$ cat src/rtl/mic_pkg.sv
// package for the interrupt controller: offsets, fields, reset values, timing
package mic_pkg;
  localparam int PC_W = 10;
  localparam logic [7:0] OFS_TIMER_MASK = 8'h39;
  localparam logic [7:0] OFS_TIMER_FLAGS = 8'h38;
  localparam logic [7:0] OFS_PIN_MASK = 8'h3b;
  localparam logic [7:0] OFS_PIN_FLAGS = 8'h3a;
  localparam logic [7:0] OFS_CPU_CTRL = 8'h35;
  localparam logic [7:0] OFS_CPU_STATUS = 8'h3f;
  localparam int BIT_EXT = 6;
  localparam int BIT_PC_UP = 5;
  localparam int BIT_PC_LO = 4;
  localparam int BIT_PCF = 5;
  localparam int BIT_T1A = 6;
  localparam int BIT_T1B = 5;
  localparam int BIT_T1W = 2;
  localparam int BIT_T0W = 1;
  localparam int BIT_GIE = 7;
  localparam logic [7:0] PIN_MASK_RW = 8'h70;
  localparam logic [7:0] PIN_FLAG_RW = 8'h60;
  localparam logic [7:0] TIMER_RW = 8'h66;
  localparam logic [7:0] CTRL_RW = 8'h03;
  localparam logic [7:0] RESET_VAL = 8'h00;
  localparam logic [PC_W-1:0] VEC_EXT = 10'h001;
  localparam logic [PC_W-1:0] VEC_PCHG = 10'h002;
  localparam logic [PC_W-1:0] VEC_T1A = 10'h003;
  localparam logic [PC_W-1:0] VEC_T1B = 10'h004;
  localparam logic [PC_W-1:0] VEC_T1W = 10'h005;
  localparam logic [PC_W-1:0] VEC_T0W = 10'h006;
  localparam logic [2:0] ENTRY_CYC = 3'd4;
  localparam logic [2:0] JUMP_CYC = 3'd2;
  localparam logic [2:0] RET_CYC = 3'd4;
  // upper group pins: B7..4 -> 7..4, A7 A6 A3 -> 10..8
  localparam logic [10:0] UPPER_PINS = 11'h7f0;
  localparam logic [10:0] LOWER_PINS = 11'h00f;
  typedef enum logic [1:0] {MIC_LOW, MIC_ANY, MIC_FALL, MIC_RISE} mic_sense_t;
  typedef struct packed {
    logic [7:0] addr;
    logic [7:0] wdata;
    logic       wr;
    logic       rd;
  } mic_bus_t;
  typedef struct packed {
    logic t1_match_a;
    logic t1_match_b;
    logic t1_wrap;
    logic t0_wrap;
  } mic_timer_ev_t;
endpackage : mic_pkg

$ cat src/rtl/mic_ctrl.sv
// interrupt controller: flags, masks, priority, entry and return sequencing
//
// The address-and-strobe port was decided locally.
`timescale 1ns/10ps
module mic_ctrl
  import mic_pkg::*;
#(
  parameter int NPIN = 11
) (
  // clock and reset
  input  wire logic             clk,
  input  wire logic             rstn,
  input  wire logic             ce,
  // register port
  input  wire mic_bus_t         bus,
  output logic      [7:0]       rdata,
  // sources
  input  wire logic             ext_pin,
  input  wire logic [NPIN-1:0]  pins,
  input  wire logic [NPIN-1:0]  alt_fn,
  input  wire mic_timer_ev_t    tev,
  // core sequencer
  input  wire logic             insn_boundary,
  input  wire logic             return_from_handler,
  input  wire logic [PC_W-1:0]  pc_in,
  output logic                  irq_taken,
  output logic                  push_pc,
  output logic      [PC_W-1:0]  push_data,
  output logic                  vector_valid,
  output logic      [PC_W-1:0]  vector_addr,
  output logic                  pop_pc,
  output logic                  busy,
  output logic                  gie
);
  typedef enum logic [2:0] {MIC_IDLE, MIC_ENTRY, MIC_JUMP, MIC_RET, MIC_HOLD} mic_state_t;

  logic rs1_q;
  logic rs_q;
  always_ff @(posedge clk or negedge rstn) begin
    if (!rstn) begin
      rs1_q <= 1'b0;
      rs_q  <= 1'b0;
    end else begin
      rs1_q <= 1'b1;
      rs_q  <= rs1_q;
    end
  end

  logic [7:0]      pin_mask_q;
  logic [7:0]      timer_mask_q;
  logic [7:0]      ctrl_q;
  logic            ext_flag_q;
  logic            pc_flag_q;
  logic            gie_q;
  logic [3:0]      tflag_q;
  logic            ext_prev_q;
  logic [NPIN-1:0] pins_prev_q;
  mic_state_t      st_q;
  logic [2:0]      cnt_q;
  logic [PC_W-1:0] vec_q;
  logic [2:0]      src_q;
  logic [PC_W-1:0] ret_pc_q;

  wire wr_pm = bus.wr && bus.addr == OFS_PIN_MASK;
  wire wr_pf = bus.wr && bus.addr == OFS_PIN_FLAGS;
  wire wr_tm = bus.wr && bus.addr == OFS_TIMER_MASK;
  wire wr_tf = bus.wr && bus.addr == OFS_TIMER_FLAGS;
  wire wr_cc = bus.wr && bus.addr == OFS_CPU_CTRL;
  wire wr_cs = bus.wr && bus.addr == OFS_CPU_STATUS;

  // external pin sense; pin is observed whatever its direction
  mic_sense_t sense;
  assign sense = mic_sense_t'(ctrl_q[1:0]);
  logic ext_edge;
  always_comb begin
    unique case (sense)
      MIC_LOW:  ext_edge = 1'b0;
      MIC_ANY:  ext_edge = ext_pin ^ ext_prev_q;
      MIC_FALL: ext_edge = ext_prev_q & ~ext_pin;
      MIC_RISE: ext_edge = ~ext_prev_q & ext_pin;
    endcase
  end
  wire ext_level = (sense == MIC_LOW) && !ext_pin;

  // pin change per pin, gated by group enable and alternate function
  logic [NPIN-1:0] pc_hit;
  for (genvar i = 0; i < NPIN; i++) begin : g_pc
    assign pc_hit[i] = (pins[i] ^ pins_prev_q[i]) & ~alt_fn[i]
                     & ((UPPER_PINS[i] & pin_mask_q[BIT_PC_UP])
                      | (LOWER_PINS[i] & pin_mask_q[BIT_PC_LO]));
  end
  wire pc_event = |pc_hit;

  // requests in vector order, lowest vector first
  wire r_ext = (ext_flag_q | ext_level) & pin_mask_q[BIT_EXT];
  wire r_pc  = pc_flag_q & (pin_mask_q[BIT_PC_UP] | pin_mask_q[BIT_PC_LO]);
  wire r_t1a = tflag_q[3] & timer_mask_q[BIT_T1A];
  wire r_t1b = tflag_q[2] & timer_mask_q[BIT_T1B];
  wire r_t1w = tflag_q[1] & timer_mask_q[BIT_T1W];
  wire r_t0w = tflag_q[0] & timer_mask_q[BIT_T0W];
  wire any_req = r_ext | r_pc | r_t1a | r_t1b | r_t1w | r_t0w;

  logic [PC_W-1:0] sel_vec;
  logic [2:0]      sel_src;
  always_comb begin
    sel_vec = VEC_T0W;
    sel_src = 3'd5;
    // fixed priority by vector number
    if (r_ext) begin
      sel_vec = VEC_EXT;
      sel_src = 3'd0;
    end else if (r_pc) begin
      sel_vec = VEC_PCHG;
      sel_src = 3'd1;
    end else if (r_t1a) begin
      sel_vec = VEC_T1A;
      sel_src = 3'd2;
    end else if (r_t1b) begin
      sel_vec = VEC_T1B;
      sel_src = 3'd3;
    end else if (r_t1w) begin
      sel_vec = VEC_T1W;
      sel_src = 3'd4;
    end
  end

  // accept only at an instruction boundary, so multi-cycle ones finish
  wire accept = ce && st_q == MIC_IDLE && gie_q && any_req && insn_boundary && !return_from_handler;
  // vector-time clear strobe, one per taken source
  wire vclr = ce && st_q == MIC_JUMP && cnt_q == 3'd0;

  // sequencer
  always_ff @(posedge clk or negedge rs_q) begin
    if (!rs_q) begin
      st_q  <= MIC_IDLE;
      cnt_q <= 3'd0;
      vec_q <= '0;
      src_q <= 3'd0;
    end else if (ce) begin
      unique case (st_q)
        MIC_IDLE: begin
          if (return_from_handler) begin
            st_q  <= MIC_RET;
            cnt_q <= RET_CYC - 3'd1;
          end else if (accept) begin
            st_q  <= MIC_ENTRY;
            cnt_q <= ENTRY_CYC - 3'd1;
            vec_q <= sel_vec;
            src_q <= sel_src;
          end
        end
        MIC_ENTRY: begin
          if (cnt_q == 3'd0) begin
            st_q  <= MIC_JUMP;
            cnt_q <= JUMP_CYC - 3'd1;
          end else begin
            cnt_q <= cnt_q - 3'd1;
          end
        end
        MIC_JUMP: begin
          if (cnt_q == 3'd0) begin
            st_q <= MIC_IDLE;
          end else begin
            cnt_q <= cnt_q - 3'd1;
          end
        end
        MIC_RET: begin
          if (cnt_q == 3'd0) begin
            st_q <= MIC_HOLD;
          end else begin
            cnt_q <= cnt_q - 3'd1;
          end
        end
        MIC_HOLD: begin
          // one main-program instruction must pass first
          if (insn_boundary) begin
            st_q <= MIC_IDLE;
          end
        end
        // three state bits leave unused codes; fall back to idle
        default: begin
          st_q  <= MIC_IDLE;
          cnt_q <= 3'd0;
        end
      endcase
    end
  end

  // return address frozen at accept so the push sees one value
  always_ff @(posedge clk or negedge rs_q) begin
    if (!rs_q) begin
      ret_pc_q <= '0;
    end else if (ce) begin
      if (accept) begin
        ret_pc_q <= pc_in;
      end
    end
  end

  // global enable; status register contents other than it are the core's
  always_ff @(posedge clk or negedge rs_q) begin
    if (!rs_q) begin
      gie_q <= 1'b0;
    end else if (ce) begin
      if (accept) begin
        gie_q <= 1'b0;
      end else if (st_q == MIC_RET && cnt_q == 3'd0) begin
        gie_q <= 1'b1;
      end else if (wr_cs) begin
        gie_q <= bus.wdata[BIT_GIE];
      end
    end
  end

  // mask and control registers
  always_ff @(posedge clk or negedge rs_q) begin
    if (!rs_q) begin
      pin_mask_q   <= RESET_VAL;
      timer_mask_q <= RESET_VAL;
      ctrl_q       <= RESET_VAL;
    end else if (ce) begin
      if (wr_pm) begin
        pin_mask_q <= bus.wdata & PIN_MASK_RW;
      end
      if (wr_tm) begin
        timer_mask_q <= bus.wdata & TIMER_RW;
      end
      if (wr_cc) begin
        ctrl_q <= bus.wdata & CTRL_RW;
      end
    end
  end

  // history for edge detection
  always_ff @(posedge clk or negedge rs_q) begin
    if (!rs_q) begin
      ext_prev_q  <= 1'b1;
      pins_prev_q <= '0;
    end else if (ce) begin
      ext_prev_q  <= ext_pin;
      pins_prev_q <= pins;
    end
  end

  // pin flags: set wins over clear; external flag held at zero in level mode
  always_ff @(posedge clk or negedge rs_q) begin
    if (!rs_q) begin
      ext_flag_q <= 1'b0;
      pc_flag_q  <= 1'b0;
    end else if (ce) begin
      if (sense == MIC_LOW) begin
        ext_flag_q <= 1'b0;
      end else if (ext_edge) begin
        ext_flag_q <= 1'b1;
      end else if ((vclr && src_q == 3'd0) || (wr_pf && bus.wdata[BIT_EXT])) begin
        ext_flag_q <= 1'b0;
      end
      if (pc_event) begin
        pc_flag_q <= 1'b1;
      end else if ((vclr && src_q == 3'd1) || (wr_pf && bus.wdata[BIT_PCF])) begin
        pc_flag_q <= 1'b0;
      end
    end
  end

  // timer flags in order t1a, t1b, t1w, t0w
  wire [3:0] tev_v = {tev.t1_match_a, tev.t1_match_b, tev.t1_wrap, tev.t0_wrap};
  wire [3:0] tw1 = {bus.wdata[BIT_T1A], bus.wdata[BIT_T1B], bus.wdata[BIT_T1W], bus.wdata[BIT_T0W]};
  for (genvar t = 0; t < 4; t++) begin : g_tf
    always_ff @(posedge clk or negedge rs_q) begin
      if (!rs_q) begin
        tflag_q[t] <= 1'b0;
      end else if (ce) begin
        if (tev_v[t]) begin
          tflag_q[t] <= 1'b1;
        end else if ((vclr && src_q == 3'(5 - t)) || (wr_tf && tw1[t])) begin
          tflag_q[t] <= 1'b0;
        end
      end
    end
  end

  // read data, one cycle after the strobe; unmapped reads zero
  always_ff @(posedge clk or negedge rs_q) begin
    if (!rs_q) rdata <= 8'h00;
    else if (ce) begin
      rdata <= 8'h00;
      if (bus.rd) begin
        unique case (bus.addr)
          OFS_PIN_MASK:    rdata <= pin_mask_q;
          OFS_PIN_FLAGS:   rdata <= {1'b0, ext_flag_q, pc_flag_q, 5'h00};
          OFS_TIMER_MASK:  rdata <= timer_mask_q;
          OFS_TIMER_FLAGS: rdata <= {1'b0, tflag_q[3], tflag_q[2], 2'h0, tflag_q[1], tflag_q[0], 1'b0};
          OFS_CPU_CTRL:    rdata <= ctrl_q;
          OFS_CPU_STATUS:  rdata <= {gie_q, 7'h00};
          default:         rdata <= 8'h00;
        endcase
      end
    end
  end

  // core-facing handshake
  assign irq_taken    = accept;
  assign push_pc      = st_q == MIC_ENTRY;
  assign push_data    = ret_pc_q;
  assign vector_valid = st_q == MIC_JUMP;
  assign vector_addr  = vec_q;
  assign pop_pc       = st_q == MIC_RET;
  assign busy         = st_q != MIC_IDLE;
  assign gie          = gie_q;
endmodule : mic_ctrl

$ cat config.mk
export PLATFORM = sky130hd
export DESIGN_NAME = mic_ctrl
export DESIGN_NICKNAME = d
export VERILOG_FILES = /design/src/rtl/mic_pkg.sv /design/src/rtl/mic_ctrl.sv
export SDC_FILE = /design/constraint.sdc
export NUM_CORES = 1
export LEC_CHECK = 0
export ABC_CLOCK_PERIOD_IN_PS = 4220
export BUFFER_PORTS_ARGS = -buffer_cell sky130_fd_sc_hd__buf_4
export CAP_MARGIN = 30
export CORE_ASPECT_RATIO = 1.75
export CORE_MARGIN = 3
export CORE_UTILIZATION = 30
export CTS_BUF_LIST = sky130_fd_sc_hd__clkbuf_16
export DETAILED_ROUTE_END_ITERATION = 8
export PLACE_DENSITY_LB_ADDON = 0.25
export SLEW_MARGIN = 10
export SYNTH_ARGS = -nofsm -noshare
export SYNTH_HDL_FRONTEND = slang
export SYNTH_SLANG_ARGS = --single-unit
$ cat constraint.sdc
create_clock -name clk -period 4.22 [get_ports clk]
set_clock_uncertainty 0.05 [all_clocks]
set_input_delay 0.633 -clock clk [delete_from_list [all_inputs] [get_ports clk]]
set_output_delay 0.633 -clock clk [all_outputs]
set_load 0.005 [all_outputs]
==> impl_results.md <==
- Status: complete, no violations
- GRT Total Usage: 0.137
- Most frequent cells in the layout: buf_4 (86), dfrtp_1 (57), nand2_1 (54), mux2_2 (25), nor2_1 (13)
- Pin count of the biggest net entering global routing: 36
- Overall die height: 141 um
- Tmin final: 2910 ps
- Hold crit path type: in -> async
- DR pass1 iterations: 4
- Antenna diodes: 0
- Synth Flop Type: dfrtp_1
- Worst relative slew slack: 0.649
- Post-synth ARST share: 1.00
- Final setup fails: 0
- First-pass GRT wire length: 12,700 um
- Worst path max stage delay: 540 ps
- RD Place Congestion: 0.835
- Residual DRC: 0
- Vias in the first global route: 2,618
- Top Ports: 94
- CP Max Fanout: 17
- Syn Area/Cell: 10.4 um2
- Die X: 83.2 um
- Final antenna-violating net count: 0
- Count of buffer and inverter cells on the critical path: 2
- WL/cell: 15.5 um
- Slew Limit Fails: 0
- Mapped cell area: 3130 um2
- CTS tree: yes
- Clk_lat worst skew: 320 ps
- Clock Sink Count: 59
- Final Cycle Share: 0.690
- CTS Hold Buffers Added: 0
- Critical-path top delay cell: a311o_2
- Leakage: 0.00193 uW
- MaxCap Viol Count: 0
- Critical path endpoint category: output pin
- Layout area overhead: 31.7%
- Seq/Total Area, Yosys: 0.473
- Post-synth EDFFs: 0
- Fill cell count: 998
- Die ar.: 11,700 um2
- Crit-path leading delay family: compound AO/OA/AOI/OAI gates
- Total wire length: 7970 um
- Netlist cell types: 58
- FMAX: 344 MHz
- Inst Count DP: 499
- GRT overflow: 0
- Post-Layout Cell Count: 514
- RSZ-0062 raised after global routing: false
- Syn Inst Count: 300
- # H-tree levels: 3
- FP Rows: 48
- Worst-path clk slew: 50 ps
- Worst path cell trace: nor3_4, nand4_1, a311o_2, inv_4, buf_4
- Yosys reg bits: 59
- Via count: 2,519
- Worst setup SP type: register
- Crit path kind: reg -> out
- TritonCTS Buffers: 9
- DR iter-0 viols: 120
- CTS-repair resized insts: 0
- Share of layout cells above drive strength 1: 0.360
- Required @ worst endpoint: 3540 ps
- Number of port buffers: 84
- Worst-Margin Slew: 527 ps
- Initial antenna violation count: 0
- Worst EP arrival: 2230 ps
- Via density: 4.90
- Maximum vdd drop: 192 uV
- Final hold vios: 0
- TNS Setup: 0 ps
- Dpl hpwl: 6040 um
- Ys Warns: 0
- Final net count: 449
- Root buffer cell: clkbuf_16
- Initial Utilization: 0.312
- P per Cell Area: 429 nW/um2
- Commonest non-fill, non-tap cell in the layout: buf_4
- Area of the core: 10,000 um2
- Longest Clk Path Bufs: 2
- Post-CTS setup buffer count: 0
## metrics by stage
stage           util  setup slack [ps]  cell area [um2]  power (uW)  hold slack [ps]
2_1_floorplan      -              1970             3150         951              281
3_3_place_gp   0.382              1440             3830        1070              220
3_5_place_dp   0.382              1430             3830        1080              223
4_1_cts        0.410              1270             4120        1790             21.8
5_1_grt        0.410              1160             4120        1870             19.8
6_report       0.410              1310             4120        1770             32.5
## registers in the layout, indices dropped and copies added, names as in the netlist, 2 cells and up
register      count
st_q              3
ctrl_q            2
push_data        10
vector_addr       3
rdata             7
timer_mask_q      4
tflag_q           4
pins_prev_q      11
cnt_q             3
pin_mask_q        3
src_q             3
## cell usage after synthesis, types with 8 or more instances
library cell   n  area share
nor3_1         8       0.013
dfrtp_1       58        0.46
nand2_1       54       0.065
inv_1         10       0.012
mux2_2        25       0.090
nand3_1        8       0.013
o21ai_0       10       0.016
buf_4          8       0.019
xnor2_1       11       0.031
nor2_1        13       0.016
## power breakdown
group,total (uW),internal (uW),switching (uW)
sequential,690,617,73.0
combinational,378,204,174
clock,700,448,252
## cells by family (layout without fill, tap and decap cells)
family | after synthesis | count (layout) | share of synthesized area
simple gates | 115 | 115 | 0.198
flops | 59 | 59 | 0.473
buf+inv | 31 | 113 | 0.0544
fa+ha+maj | 4 | 4 | 0.0160
other cells | 2 | 9 | 0.00240
xor+xnor | 11 | 11 | 0.0308
compound gates | 48 | 48 | 0.111
mux | 30 | 30 | 0.114
## final cells by class
| cell class | instances | area, um2 | area share |
|---|---|---|---|
| Multi-Input combinational cell | 217 | 1510 | 0.366 |
| Sequential cell | 59 | 1480 | 0.359 |
| Timing Repair Buffer | 86 | 646 | 0.157 |
| Clock buffer | 9 | 225 | 0.0547 |
| Tap cell | 125 | 156 | 0.0380 |
| Clock inverter | 6 | 57.6 | 0.0140 |
| Inverter | 12 | 47.5 | 0.0116 |
## worst paths after layout
path / from / endpoint / slack (ps) / cells past startpoint
max in group asynchronous: rs_q / ext_prev_q / 3040 / 1
setup / recovery: st_q[2] / irq_taken / 1310 / 5
hold / removal: rstn / rs_q / 30 / 1
min in group clk: rs1_q / rs_q / 300 / 0
setup reg to reg: st_q[2] / vector_addr[0] / 2060 / 6
hold reg to reg: rs_q / vector_addr[0] / 200 / 0
## per-layer routing
metal,track usage,vias up,part of all wire
met2,0.246,79,0.54
met1,0.151,1216,0.39
met5,0,-,0
met3,0.0310,15,0.049
met4,0.0646,0,0.023
li1,-,1209,-
No activity file was read; power rests on OpenSTA's default activity.
